**config.mk**
```make
export PLATFORM = sky130hd
export DESIGN_NAME = pgb_regs
export DESIGN_NICKNAME = d
export VERILOG_FILES = /design/src/rtl/pgb_delay.v /design/src/rtl/pgb_regs.v /design/src/rtl/pgb_vcode.v
export VERILOG_INCLUDE_DIRS = /design/src /design/src/rtl
export SDC_FILE = /design/constraint.sdc
export NUM_CORES = 1
export LEC_CHECK = 0
export ABC_AREA = 1
export BUFFER_PORTS_ARGS = -buffer_cell sky130_fd_sc_hd__buf_2
export CORE_MARGIN = 2
export CORE_UTILIZATION = 61
export DETAILED_ROUTE_END_ITERATION = 6
export PLACE_DENSITY = 0.88
export SLEW_MARGIN = 20
export SYNTH_ARGS = -nofsm -noshare
export SYNTH_HDL_FRONTEND = slang
export SYNTH_SLANG_ARGS = --single-unit
```
**constraint.sdc**
```tcl
create_clock -name clk_sys -period 4.3 [get_ports clk_sys]
set_input_delay 1.075 -clock clk_sys [delete_from_list [all_inputs] [get_ports clk_sys]]
set_output_delay 1.075 -clock clk_sys [all_outputs]
set_load 0.02 [all_outputs]
```
**src/rtl/pgb_map.vh**
```
/*
 * Register offsets, field positions, reset values, unlock key and
 * power-good delay times for the power-good control and buck-one
 * control register bank.
 * Assumes an 8-bit register interface driven by the I2C slave logic
 * on the same clock, and a 200 MHz system clock.
 */
// Operation
// - Power-good control bits 7..4 read zero, ignore writes
// - Linreg one mask clear lets its status pull pin
// - Linreg two mask clear lets its status pull pin
// - Delay field picks 20, 100, 200, 400 ms
// - Protected writes need unlock before each write
// - Key 0x7D unlocks one write; cleared after transaction
// - Only unmasked good statuses feed the pin
// - Bit 7 selects register or external voltage
// - Buck-one bit 6 reads zero, ignores writes
// - Codes up to 011000: 0.9 V plus 25 mV
// - Then 50 mV steps, 3.1, 3.2, 3.3 V top
// - Voltage code LSB is not writable
// - Buck-one control resets to 0x18
// - Power-good control resets to 0x0C
`ifndef PGB_MAP_VH
`define PGB_MAP_VH

/****************************************************************
 * Register map
 ****************************************************************/
`define PGB_ADDR_UNLOCK_KEY    8'h0b
`define PGB_ADDR_PG_CTRL       8'h0d
`define PGB_ADDR_BUCK1_CTRL    8'h0e
`define PGB_UNLOCK_VALUE       8'h7d
`define PGB_UNLOCK_RST         8'h00
`define PGB_PG_CTRL_RST        8'h0c
`define PGB_BUCK1_CTRL_RST     8'h18
`define PGB_PG_CTRL_WMASK      8'h0f
`define PGB_BUCK1_CTRL_WMASK   8'hbe

/****************************************************************
 * Field positions
 ****************************************************************/
`define PGB_PG_MASK_ONE_BIT    3
`define PGB_PG_MASK_TWO_BIT    2
`define PGB_PG_DLY_HI          1
`define PGB_PG_DLY_LO          0
`define PGB_BUCK1_EXT_BIT      7
`define PGB_BUCK1_CODE_HI      5
`define PGB_BUCK1_CODE_LO      0

/****************************************************************
 * Delay and voltage figures
 ****************************************************************/
`define PGB_CLK_MHZ            200
`define PGB_DLY0_MS            20
`define PGB_DLY1_MS            100
`define PGB_DLY2_MS            200
`define PGB_DLY3_MS            400
`define PGB_CYC_PER_MS         (`PGB_CLK_MHZ * 1000)
`define PGB_V_BASE_MV          900
`define PGB_V_FINE_STEP_MV     25
`define PGB_V_COARSE_STEP_MV   50
`define PGB_V_MID_MV           1500
`define PGB_V_FINE_LAST        6'h18
`define PGB_V_COARSE_LAST      6'h34
`define PGB_V_CODE_35          6'h35
`define PGB_V_CODE_36          6'h36
`define PGB_V_CODE_37          6'h37
`define PGB_V_CODE_35_MV       3000
`define PGB_V_CODE_36_MV       3100
`define PGB_V_CODE_37_MV       3200
`define PGB_V_TOP_MV           3300

`endif

```
**src/rtl/pgb_delay.v**
```verilog
/*
 * Power-good release timer: output drops at once when the input goes
 * bad and rises only after the input stayed good for the selected time.
 * Assumes the input is already synchronised to clk_sys.
 */
`timescale 1ns/1ps
`include "pgb_map.vh"

module pgb_delay #(
	parameter CNT_W = 27,
	parameter [CNT_W-1:0] DLY0_CYC = `PGB_DLY0_MS * `PGB_CYC_PER_MS,
	parameter [CNT_W-1:0] DLY1_CYC = `PGB_DLY1_MS * `PGB_CYC_PER_MS,
	parameter [CNT_W-1:0] DLY2_CYC = `PGB_DLY2_MS * `PGB_CYC_PER_MS,
	parameter [CNT_W-1:0] DLY3_CYC = `PGB_DLY3_MS * `PGB_CYC_PER_MS
) (
	input  wire       clk_sys,
	input  wire       sys_rst,
	input  wire       all_good,
	input  wire [1:0] dly_sel,
	output reg        good_q
);

	reg  [CNT_W-1:0] cnt_q;
	reg  [CNT_W-1:0] limit;

	// Delay choice; changing it mid-count takes effect on the running count
	always @* begin
		case (dly_sel)
			2'h0:    limit = DLY0_CYC;
			2'h1:    limit = DLY1_CYC;
			2'h2:    limit = DLY2_CYC;
			default: limit = DLY3_CYC;
		endcase
	end

	// Any bad cycle restarts the wait, so glitches never release the pin
	always @(posedge clk_sys) begin
		if (sys_rst) begin
			cnt_q  <= {CNT_W{1'b0}};
			good_q <= 1'b0;
		end else if (!all_good) begin
			cnt_q  <= {CNT_W{1'b0}};
			good_q <= 1'b0;
		end else if (!good_q) begin
			if (cnt_q >= limit - 1'b1) begin
				good_q <= 1'b1;
			end else begin
				cnt_q <= cnt_q + 1'b1;
			end
		end
	end

endmodule

```
**src/rtl/pgb_regs.v**
```verilog
/*
 * Password-protected power-good control and buck-one control registers,
 * plus the unlock key register and the open-drain power-good pin.
 * Assumes the I2C slave presents one-cycle read/write strobes with an
 * 8-bit address on clk_sys, and a txn_end pulse at each I2C stop.
 * Regulator status inputs come from the analog side, asynchronously.
 */
`timescale 1ns/1ps
`include "pgb_map.vh"

module pgb_regs #(
	parameter CNT_W = 27,
	parameter [CNT_W-1:0] DLY0_CYC = `PGB_DLY0_MS * `PGB_CYC_PER_MS,
	parameter [CNT_W-1:0] DLY1_CYC = `PGB_DLY1_MS * `PGB_CYC_PER_MS,
	parameter [CNT_W-1:0] DLY2_CYC = `PGB_DLY2_MS * `PGB_CYC_PER_MS,
	parameter [CNT_W-1:0] DLY3_CYC = `PGB_DLY3_MS * `PGB_CYC_PER_MS
) (
	input  wire        clk_sys,
	input  wire        sys_rst,
	input  wire [7:0]  reg_addr,
	input  wire        reg_wr,
	input  wire        reg_rd,
	input  wire [7:0]  reg_wdata,
	output reg  [7:0]  reg_rdata,
	input  wire        txn_end,
	input  wire        linreg_one_good_status,
	input  wire        linreg_two_good_status,
	input  wire        other_good,
	output wire        power_good_pin_o,
	output wire        power_good_pin_oe,
	output reg         buck_one_external_adjust,
	output reg  [5:0]  buck_one_voltage_code,
	output reg  [11:0] buck_one_target_mv
);

	/****************************************************************
	 * Registers
	 ****************************************************************/
	reg  [7:0]  unlock_key_q;
	reg  [7:0]  power_good_control_q;
	reg  [7:0]  buck_one_control_q;
	reg  [2:0]  s1_q;
	reg  [2:0]  s2_q;
	reg         armed_q;
	wire        unlocked;
	wire        prot_addr;
	wire        prot_ok;
	wire        all_good;
	wire        delayed_good;
	wire [11:0] mv;

	assign unlocked  = (unlock_key_q == `PGB_UNLOCK_VALUE);
	assign prot_addr = (reg_addr == `PGB_ADDR_PG_CTRL) || (reg_addr == `PGB_ADDR_BUCK1_CTRL);
	assign prot_ok   = reg_wr && prot_addr && unlocked;

	// Key register: cleared after the transaction that follows the one
	// that wrote the key, or right after a protected write consumes it
	always @(posedge clk_sys) begin
		if (sys_rst) begin
			unlock_key_q <= `PGB_UNLOCK_RST;
			armed_q      <= 1'b0;
		end else if (reg_wr && reg_addr == `PGB_ADDR_UNLOCK_KEY) begin
			unlock_key_q <= reg_wdata;
			armed_q      <= 1'b0;
		end else if (prot_ok) begin
			unlock_key_q <= `PGB_UNLOCK_RST;
			armed_q      <= 1'b0;
		end else if (txn_end) begin
			if (armed_q) begin
				unlock_key_q <= `PGB_UNLOCK_RST;
			end
			armed_q <= (unlock_key_q != `PGB_UNLOCK_RST) && !armed_q;
		end
	end

	// Protected registers; locked writes are dropped silently
	always @(posedge clk_sys) begin
		if (sys_rst) begin
			power_good_control_q <= `PGB_PG_CTRL_RST;
			buck_one_control_q   <= `PGB_BUCK1_CTRL_RST;
		end else if (prot_ok) begin
			if (reg_addr == `PGB_ADDR_PG_CTRL) begin
				// Upper nibble not writable
				power_good_control_q <= reg_wdata & `PGB_PG_CTRL_WMASK;
			end else begin
				// Bit 6 and the code LSB keep their values
				buck_one_control_q <= (reg_wdata & `PGB_BUCK1_CTRL_WMASK)
					| (buck_one_control_q & ~`PGB_BUCK1_CTRL_WMASK);
			end
		end
	end

	// Read mux; unmapped addresses return zero
	always @(posedge clk_sys) begin
		if (sys_rst) begin
			reg_rdata <= 8'h00;
		end else if (reg_rd) begin
			case (reg_addr)
				`PGB_ADDR_UNLOCK_KEY: reg_rdata <= unlock_key_q;
				`PGB_ADDR_PG_CTRL:    reg_rdata <= power_good_control_q;
				`PGB_ADDR_BUCK1_CTRL: reg_rdata <= buck_one_control_q;
				default:              reg_rdata <= 8'h00;
			endcase
		end
	end

	/****************************************************************
	 * Power-good path
	 ****************************************************************/
	// Two-flop synchronisers for the analog status levels
	always @(posedge clk_sys) begin
		if (sys_rst) begin
			s1_q <= 3'h0;
			s2_q <= 3'h0;
		end else begin
			s1_q <= {other_good, linreg_two_good_status, linreg_one_good_status};
			s2_q <= s1_q;
		end
	end

	// Masked statuses count as good
	assign all_good = s2_q[2]
		&& (s2_q[0] || power_good_control_q[`PGB_PG_MASK_ONE_BIT])
		&& (s2_q[1] || power_good_control_q[`PGB_PG_MASK_TWO_BIT]);

	pgb_delay #(
		.CNT_W    (CNT_W),
		.DLY0_CYC (DLY0_CYC),
		.DLY1_CYC (DLY1_CYC),
		.DLY2_CYC (DLY2_CYC),
		.DLY3_CYC (DLY3_CYC)
	) u_delay (
		.clk_sys  (clk_sys),
		.sys_rst  (sys_rst),
		.all_good (all_good),
		.dly_sel  (power_good_control_q[`PGB_PG_DLY_HI:`PGB_PG_DLY_LO]),
		.good_q   (delayed_good)
	);

	// Open drain: drive low while not good
	assign power_good_pin_o  = 1'b0;
	assign power_good_pin_oe = ~delayed_good;

	/****************************************************************
	 * Buck-one outputs
	 ****************************************************************/
	pgb_vcode u_vcode (
		.code (buck_one_control_q[`PGB_BUCK1_CODE_HI:`PGB_BUCK1_CODE_LO]),
		.mv   (mv)
	);

	// Registered converter controls
	always @(posedge clk_sys) begin
		if (sys_rst) begin
			buck_one_external_adjust <= 1'b0;
			buck_one_voltage_code    <= 6'h00;
			buck_one_target_mv       <= 12'h000;
		end else begin
			buck_one_external_adjust <= buck_one_control_q[`PGB_BUCK1_EXT_BIT];
			buck_one_voltage_code    <= buck_one_control_q[`PGB_BUCK1_CODE_HI:`PGB_BUCK1_CODE_LO];
			buck_one_target_mv       <= mv;
		end
	end

endmodule

```
**src/rtl/pgb_vcode.v**
```verilog
/*
 * Decodes the buck-one voltage code into a target voltage in millivolts.
 * Purely combinational decode feeding a register in the parent.
 */
`timescale 1ns/1ps
`include "pgb_map.vh"

module pgb_vcode (
	input  wire [5:0]  code,
	output reg  [11:0] mv
);

	localparam [11:0] BASE_MV   = `PGB_V_BASE_MV;
	localparam [11:0] MID_MV    = `PGB_V_MID_MV;
	localparam [11:0] FINE_MV   = `PGB_V_FINE_STEP_MV;
	localparam [11:0] COARSE_MV = `PGB_V_COARSE_STEP_MV;
	localparam [11:0] MV_35     = `PGB_V_CODE_35_MV;
	localparam [11:0] MV_36     = `PGB_V_CODE_36_MV;
	localparam [11:0] MV_37     = `PGB_V_CODE_37_MV;
	localparam [11:0] TOP_MV    = `PGB_V_TOP_MV;

	reg [11:0] c12;

	// Two linear segments then four fixed top values; the step into
	// 3 V is 100 mV, so the coarse line must stop one code short
	always @* begin
		c12 = {6'h00, code};
		if (code <= `PGB_V_FINE_LAST) begin
			mv = BASE_MV + c12 * FINE_MV;
		end else if (code <= `PGB_V_COARSE_LAST) begin
			// Steps of 50 mV from 1.5 V up to 2.9 V
			mv = MID_MV + (c12 - {6'h00, `PGB_V_FINE_LAST}) * COARSE_MV;
		end else if (code == `PGB_V_CODE_35) begin
			mv = MV_35;
		end else if (code == `PGB_V_CODE_36) begin
			mv = MV_36;
		end else if (code == `PGB_V_CODE_37) begin
			mv = MV_37;
		end else begin
			mv = TOP_MV;
		end
	end

endmodule

```
# After elaboration in Yosys (flattened, before gate mapping)
# Cells that the tools add are included.
# totals
reg_bits	82
inputBits	24
out_inout_bits	29
# op_classes
add_sub_neg	5
mul	2
order_cmp	3
n_eq_ne	9
n_mux	13
bitwise_logic	5
n_reduce_logical	20
# op_table
operator	n
27-bit case mux with 3 select lines	1
12-bit 2-to-1 mux	4
8-bit 2-to-1 mux	4
27-bit by 1-bit adder with 27-bit output, second input constant	1
27-bit >= comparator	1
27-bit by 1-bit subtractor with 27-bit output, second input constant	1
8-bit by 4-bit == test with 1-bit output, second input constant	3
8-bit case mux with 3 select lines	1
6-bit == test, second input constant	3
10-bit by 11-bit adder with 12-bit output, first input constant	1
11-bit by 12-bit adder with 12-bit output, first input constant	1
12-bit by 5-bit multiplier with 11-bit output, second input constant	1
6-bit by 5-bit multiplier with 11-bit output, second input constant	1
8-bit by 7-bit == test with 1-bit output, second input constant	1
8-bit by 7-bit OR with 8-bit output	1
2-bit AND reduction	4
8-bit nonzero test	1
7-bit 2-to-1 mux	1
6-bit by 5-bit subtractor with 7-bit output, second input constant	1
6-bit by 5-bit less-or-equal comparator with 1-bit output, second input constant	1
6-bit less-or-equal comparator, second input constant	1
1-bit logical AND	6
3-bit nonzero test	2
1-bit inverter	4
8 further kinds	11

# Logic depth before layout (Yosys ltp)
# Gate-level depths: netlist of run 1.
# depth
depth_word	6
mapped_depth	22
mapped_depth_nobuf	21

# Cells and area by module
# A second synthesis of run 1 with hierarchy kept.
# unflattened
cells_unflattened	930
hier_area_um2	6311.1
# modules_own_cells
mod	n_inst	cells_per_inst	area_per_inst_um2	seq_area_each_um2
pgb_delay	1	389	2503.7	560.5
pgb_regs	1	266	2064.5	1021.0
pgb_vcode	1	275	1742.9	0.0

# Worst setup path before layout of run 1
# No wires, ideal clock.
# synth_timing
kind	register to register
startpoint	register buck_one_control_q[3]
endpoint	register buck_one_target_mv[11]
t_arrival_ns	3.321
slack_ns	0.847
stages_incl_launch_ff	20
synth_period_minus_slack_ns	3.453
path_cell_list	dfxtp_1 clkbuf_1 inv_1 ha_1 ha_1 fa_1 inv_1 fa_1 inv_1 ha_1 nand2_1 inv_1 a21oi_1 nand3_1 nand2_1 inv_1 nand2_1 nand3_1 nand2_1 a21oi_1
# synth_between
elab_chain_cells	5
word_cells_on_any_way	11
# synth_rtl
item	line_no	source
start, declared	pgb_regs.v:41	reg [7:0] buck_one_control_q;
start signal, assigned	pgb_regs.v:80	buck_one_control_q <= `PGB_BUCK1_CTRL_RST;
start signal, assigned	pgb_regs.v:87	buck_one_control_q <= (reg_wdata & `PGB_BUCK1_CTRL_WMASK)
6-bit by 5-bit subtractor with 7-bit output	pgb_vcode.v:32	mv = MID_MV + (c12 - {6'h00, `PGB_V_FINE_LAST}) * COARSE_MV;
12-bit by 5-bit multiplier with 11-bit output	pgb_vcode.v:32	
11-bit by 12-bit adder with 12-bit output	pgb_vcode.v:32	
12-bit 2-to-1 mux	pgb_vcode.v:30	end else if (code <= `PGB_V_COARSE_LAST) begin
12-bit 2-to-1 mux *	pgb_vcode.v:28	if (code <= `PGB_V_FINE_LAST) begin
end signal, assigned	pgb_regs.v:161	buck_one_target_mv <= mv;
end, declared	pgb_regs.v:33	output reg [11:0] buck_one_target_mv
# Every way passes the cells marked *; elsewhere a longest branch is shown, timed or not.
# A chain may end at the register's enable or synchronous reset.

# Final worst setup path of run 1
# Ends and elaborated chain as after synthesis.

==> key figures, run 1 <==
Setup path
  • CP Capture Type: register
  • Crit start category: register
  • CP arrival: 3.93 ns
  • CP Class: reg2reg
  • CP max FO: 12
  • Required time worst endpoint: 4.52 ns

Clocking
  • CTS Buf Count: 9
  • Hold bufs inserted after CTS: 0
  • Post-CTS Setup Inserts: 0
  • Clk Latency, worst-skew pair: 0.37 ns
  • Htree depth: 3
  • CTS Buffer Depth: 2
  • Clock root cell: clkbuf_8
  • Post-cts repair resize count: 0
  • CTS sink cnt: 78
  • CTS tree: built
  • Clk pin slew, worst setup/hold paths: 0.10 ns

Die
  • Core area: 0.009153 mm2
  • Die Area: 0.01009 mm2
  • Chip width: 100.5 um
  • Initial Util: 0.6201
  • Rows: 35
  • I/O pins: 53
  • Die height: 100.5 um

Timing
  • Final worst path period share: 0.8611
  • Final Critical Period: 3.703 ns
  • Slew Viols, Final: 0
  • Unrepaired setup endpoints after global routing: false
  • Clock Skew: 0.01985 ns
  • Min Hold Slack: 0.4067 ns
  • Worst setup margin: 0.5974 ns
  • Slew at the pin closest to its max-slew limit: 0.6502 ns
  • Final Hold Vio Count: 0
  • Max Fclk: 270.1 MHz
  • Setup_tns: 0 ns
  • Relative slew slack: 0.5666
  • # setup viols final: 0

Place
  • DP Worst Slack: 0.6725 ns
  • HPWL after DPL: 9988 um
  • Inst Count DP: 947
  • Port Buffers: 49
  • Gp weighted congestion: 0.9284
  • DP Area: 0.006000 mm2

Yosys
  • Cell variety after synth: 43
  • Post-synthesis cell area: 0.005675 mm2
  • Synth warn: 0
  • Synth Instances: 796
  • Syn avg cell area: 7.130 um2
  • Commonest register cell after synthesis: dfxtp_1
  • Seq cells post-synth: 78
  • Post-synthesis sequential area ratio: 0.2751
  • FFs w/ async S/R, synth: 0
  • Post-synth EDFFs: 0

Drt
  • Via Count: 5,368
  • 1st-iter DRT viols: 287
  • Pre-antenna DRT Iters: 6
  • Wire length per cell: 14.12 um
  • Routed wire length: 13,600 um
  • Via density: 5.574
  • DRC Markers: 0
  • Final ANT Viol Nets: 0

GRT
  • Global-route wire length before repair: 22,800 um
  • Vias in the first global route: 4,976
  • Initial antenna violation count: 0
  • Pin count of the biggest net entering global routing: 34
  • Total track usage: 0.2785
  • Grt total ovfl: 0

Final layout
  • Register Area: 0.001562 mm2
  • Antenna cells: 0
  • Final #Nets: 952
  • Post-route cell area: 0.006226 mm2
  • Multi-input combinational cell area: 0.003603 mm2
  • FILL cells: 755
  • Final core occ: 0.6802
  • Area Growth Syn to Fin: 9.700%
  • Ratio of cells with drive above 1 in the final layout: 0.1080
  • Final Non-Filler Cells: 963

Power and ir drop
  • VDD IR max: 0.0002103 V
  • Leak pwr: 2.973 nW
  • Pwr dens: 233.0 mW/mm2
  • Overall Power: 1.450 mW

Job
  • Max Cap Viol: 0

Worst hold path
  • Min-delay worst type: reg2reg

Run status
  • Status: finished clean
[cells in the mapped netlist, drive strengths merged (2+ instances only)]
cell type / n / area [um2]
nand2: 198 / 779.5
inv: 112 / 420.4
xnor2: 10 / 87.58
o32ai: 3 / 26.28
buf: 11 / 78.82
o21ai: 19 / 95.09
o22ai: 10 / 62.56
o211ai: 4 / 30.03
fa: 9 / 180.2
clkbuf: 8 / 30.03
nor3: 14 / 75.07
clkinv: 2 / 7.510
dfxtp: 78 / 1562
ha: 72 / 900.9
nor4: 5 / 37.53
nor2: 67 / 269.0
xor2: 18 / 157.7
a21oi: 70 / 384.1
nand4: 14 / 87.58
o221ai: 2 / 17.52
nand3: 54 / 275.3
or2: 3 / 18.77
nand3b: 7 / 52.55
[worst max-delay path, cell delays in order, from the launching register on]
cell	delay, ns
dfxtp_1	0.58
inv_1	0.22
ha_1	0.41
ha_1	0.22
fa_1	0.47
inv_1	0.05
fa_1	0.50
inv_1	0.04
ha_1	0.33
nand2_1	0.08
inv_1	0.05
a21oi_1	0.16
nand3_1	0.09
nand2_1	0.08
inv_1	0.04
nand2_1	0.05
nand3_1	0.06
nand2_1	0.06
a21oi_1	0.06
[sequential cells by signal (all words and copies together) (netlist names)]
| signal | count |
|---|---|
| buck_one_control_q | 6 |
| u_delay.cnt_q | 27 |
| armed_q | 1 |
| s2_q | 3 |
| buck_one_target_mv | 11 |
| u_delay.good_q | 1 |
| buck_one_voltage_code | 5 |
| reg_rdata | 8 |
| unlock_key_q | 8 |
| buck_one_external_adjust | 1 |
| power_good_control_q | 4 |
| s1_q | 3 |
[final timing paths]
path                                                         start                                 to  slack [ns]  cells after the start
worst max-delay path            buck_one_control_q[3]$_SDFFE_PP1P_  buck_one_target_mv[11]$_SDFF_PP0_        0.60                     18
worst min-delay path                            s1_q[0]$_SDFF_PP0_                 s2_q[0]$_SDFF_PP0_        0.41                      2
worst max register to register  buck_one_control_q[3]$_SDFFE_PP1P_  buck_one_target_mv[11]$_SDFF_PP0_        0.60                     18
worst min register to register                  s1_q[0]$_SDFF_PP0_                 s2_q[0]$_SDFF_PP0_        0.41                      2
[where the power goes]
| group | switching, mW | total (mW) | internal (mW) |
|---|---|---|---|
| combinational | 0.0479 | 0.0715 | 0.0235 |
| sequential | 0.00277 | 0.734 | 0.731 |
| clock | 0.310 | 0.645 | 0.335 |
| total | 0.360 | 1.45 | 1.09 |
[cell type report]
class | count | area share
Clock inverter | 7 | 0.01648
Timing Repair Buffer | 52 | 0.04301
Inverter | 114 | 0.06873
Sequential cell | 78 | 0.2508
Multi-Input combinational cell | 592 | 0.5788
Clock buffer | 9 | 0.01990
Tap cell | 111 | 0.02231
[cells in the final DEF (no fill, tap or decap), types with 2 or more instances in the layout]
cell type    n
dfxtp_1     78
inv_6        4
fa_1         9
xnor2_1     10
bufinv_16    2
xor2_1      18
or2_2        3
nand2_4      2
o221ai_1     2
buf_2       49
clkbuf_8     9
a21oi_2      6
nor2_4       2
nand3_1     53
nor4_1       4
ha_1        72
nand4_1     14
nand3b_1     7
o21ai_0     19
nor3_1      13
nand2_1    193
nor2_1      64
inv_1      109
nand2_2      2
clkinv_1     2
conb_1       8
o22ai_1     10
a21oi_1     63
inv_2        3
o32ai_1      3
o211ai_1     4
buf_4        3
[per-layer routing]
| metal | GRT usage | vias up | routed length, um |
|---|---|---|---|
| met3 | 0.04577 | 29 | 1058 |
| met2 | 0.4610 | 252 | 6314 |
| li1 | - | 2677 | - |
| met5 | 0 | - | 0 |
| met1 | 0.3698 | 2410 | 5991 |
| met4 | 0.09484 | 0 | 231 |
[logic make-up (layout without fill, tap and decap cells)]
group	Yosys count	after routing	share of synthesized area
adders and majority gates	81	81	0.1905
DFF	78	78	0.2751
xor gates and xnor gates	28	28	0.04321
AOI/OAI and AO/OA	112	112	0.1138
buffers and inverters	133	182	0.09458
and+or+nand+nor	363	363	0.2822
other	1	8	0.0006607
No activity file was read; power rests on OpenSTA's default activity.
==> run 2: changes to the inputs <==
Settings changed: CORE_UTILIZATION 61 to 62, CTS_BUF_LIST set to sky130_fd_sc_hd__clkbuf_2 sky130_fd_sc_hd__clkbuf_4 sky130_fd_sc_hd__clkbuf_8, PLACE_DENSITY 0.88 to 0.89.
==> key figures, run 2 (synthesized netlist as in run 1, its figures left out) <==
Clocking
  • Post-cts repair resize count: 0 (unchanged)
  • Clk pin slew, worst setup/hold paths: 0.10 ns (about the same)
  • Htree depth: 3 (unchanged)
  • CTS tree: built
  • CTS sink cnt: 78 (unchanged)
  • CTS Buffer Depth: 2 (unchanged)
  • CTS Buf Count: 9 (unchanged)
  • Clk Latency, worst-skew pair: 0.38 ns (about the same)
  • Post-CTS Setup Inserts: 0 (unchanged)
  • Clock root cell: clkbuf_8
  • Hold bufs inserted after CTS: 0 (unchanged)

Worst hold path
  • Min-delay worst type: reg2reg
  • Hold depth: 2 (unchanged)

Setup path
  • R2R cell count: 18 (unchanged)
  • CP Class: reg2reg
  • Required time worst endpoint: 4.54 ns (+0.02 ns)
  • CP Capture Type: register
  • CP arrival: 4.04 ns (+0.11 ns)
  • CP max FO: 12 (unchanged)
  • Crit start category: register

Final layout
  • Most common cell after layout, fill and taps aside: nand2_1
  • Max FFs per register: 27 (unchanged)
  • Ratio of cells with drive above 1 in the final layout: 0.1059 (-0.002099)
  • Register Area: 0.001562 mm2 (unchanged)
  • Final core occ: 0.7002 (+0.01995)
  • Area Growth Syn to Fin: 8.642%
  • Post-route cell area: 0.006166 mm2 (-0.96%)
  • Commonest cells after routing, fill and taps aside: 193 x nand2_1, 109 x inv_1, 78 x dfxtp_1, 72 x ha_1, 64 x nor2_1
  • Largest Register: u_delay.cnt_q
  • Antenna cells: 0 (unchanged)
  • FILL cells: 740 (-2.0%)
  • Final #Nets: 950 (-0.21%)
  • Final Non-Filler Cells: 958 (-0.52%)
  • Largest regs: u_delay.cnt_q (27), buck_one_target_mv (11)
  • Multi-input combinational cell area: 0.003603 mm2 (unchanged)

Timing
  • Final Critical Period: 3.799 ns (+0.09643 ns)
  • Slew at the pin closest to its max-slew limit: 1.021 ns (+0.3705 ns)
  • Max Fclk: 263.2 MHz (-2.5%)
  • Final Hold Vio Count: 0 (unchanged)
  • Final worst path period share: 0.8835 (+0.02243)
  • Setup_tns: 0 ns (unchanged)
  • # setup viols final: 0 (unchanged)
  • Unrepaired setup endpoints after global routing: false
  • Slew Viols, Final: 0 (unchanged)
  • Clock Skew: 0.01521 ns (-0.004642 ns)
  • Relative slew slack: 0.3133 (-0.2533)

Die
  • Die Area: 0.009935 mm2 (-1.5%)
  • I/O pins: 53 (unchanged)
  • Initial Util: 0.6445 (+0.02441)
  • Rows: 34 (-2.9%)
  • Die height: 99.68 um (-0.78%)
  • Core area: 0.008806 mm2 (-3.8%)
  • Chip width: 99.68 um (-0.78%)

Power and ir drop
  • Combinational power share: 0.052 (+0.003)
  • Psw: 0.3660 mW (+1.6%)
  • Pwr dens: 217.5 mW/mm2 (-6.6%)
  • Leak pwr: 2.941 nW (-1.1%)
  • VDD IR max: 0.0001900 V (-9.7%)
  • Sequential fraction of design power: 0.548 (+0.042)
  • Clock power share: 0.400 (-0.045)
  • Sw Ratio: 0.2730 (+0.02457)
  • P_int: 0.9748 mW (-11%)
  • Overall Power: 1.341 mW (-7.5%)

Drt
  • Via Count: 5,396 (+0.52%)
  • Pre-antenna DRT Iters: 5 (-1)
  • Final ANT Viol Nets: 0 (unchanged)
  • Wire length per cell: 14.34 um (+1.6%)
  • DRC Markers: 0 (unchanged)
  • Routed wire length: 13,740 um (+1.1%)
  • 1st-iter DRT viols: 316 (+10%)
  • Via density: 5.633 (+1.0%)

GRT
  • Grt total ovfl: 0 (unchanged)
  • Total track usage: 0.2908 (+0.01231)
  • Global-route wire length before repair: 23,540 um (+3.2%)
  • Pin count of the biggest net entering global routing: 34 (unchanged)
  • Vias in the first global route: 5,214 (+4.8%)
  • Initial antenna violation count: 0 (unchanged)

Job
  • Max Cap Viol: 0 (unchanged)

Place
  • HPWL after DPL: 10,480 um (+4.9%)
  • Port Buffers: 49 (unchanged)
  • Gp weighted congestion: 0.9699 (+4.5%)
  • DP Area: 0.005981 mm2 (-0.31%)
  • Inst Count DP: 942 (-0.53%)

Run status
  • Status: finished clean
## run 2: changes by cell type in the layout (fill, tap and decap cells not counted)
cell / delta
inv_6: -1
clkinvlp_4: +1
buf_4: -2
clkinv_4: +1
inv_8: +1
bufinv_16: -2
## run 2: power by group through the flow
stage	Combinational, mW	Clock (mW)	Sequential, mW
after CTS	0.0693	0.540	0.734
after global placement	0.0674	0	0.751
after global routing	0.0781	0.577	0.736
after floorplan	0.0361	0	0.759
final	0.0701	0.536	0.734
after detailed placement	0.0688	0	0.751
## run 2: through the flow
step | hold WS, ns | setup WS [ns]
after CTS | 0.4139 | 0.5159
final | 0.4114 | 0.5009
after global placement | 0.3912 | 0.7317
after detailed placement | 0.4003 | 0.5394
after global routing | 0.4357 | 0.2261
after floorplan | 0.3883 | 0.8469
## run 2: metal layers
metal	global-route usage	share of wire	wire, um
met5	0	0	0
met4	0.1243	0.034	466
met3	0.06184	0.052	712
met2	0.5010	0.48	6661
met1	0.3505	0.43	5898
## run 2: cell type report
cell class	instances	area share
Timing Repair Buffer	50	0.04099
Inverter	114	0.06940
Clock buffer	9	0.02009
Sequential cell	78	0.2532
Clock inverter	7	0.009943
Tap cell	108	0.02192
Multi-Input combinational cell	592	0.5844
## run 2: final timing paths
path / startpoint / end / slack [ns]
max reg2reg: buck_one_control_q[3]$_SDFFE_PP1P_ / buck_one_target_mv[11]$_SDFF_PP0_ / 0.50
min: s1_q[1]$_SDFF_PP0_ / s2_q[1]$_SDFF_PP0_ / 0.41
min reg2reg: s1_q[1]$_SDFF_PP0_ / s2_q[1]$_SDFF_PP0_ / 0.41
max: buck_one_control_q[3]$_SDFFE_PP1P_ / buck_one_target_mv[11]$_SDFF_PP0_ / 0.50
## run 2: critical path, stage by stage, from the launching register on
cell and delay (ns):
dfxtp_1 0.59, inv_1 0.24, ha_1 0.42, ha_1 0.22
fa_1 0.49, inv_1 0.05, fa_1 0.50, inv_1 0.05
ha_1 0.33, nand2_1 0.09, inv_1 0.06, a21oi_1 0.16
nand3_1 0.09, nand2_1 0.09, inv_1 0.05, nand2_1 0.07
nand3_1 0.06, nand2_1 0.06, a21oi_1 0.06
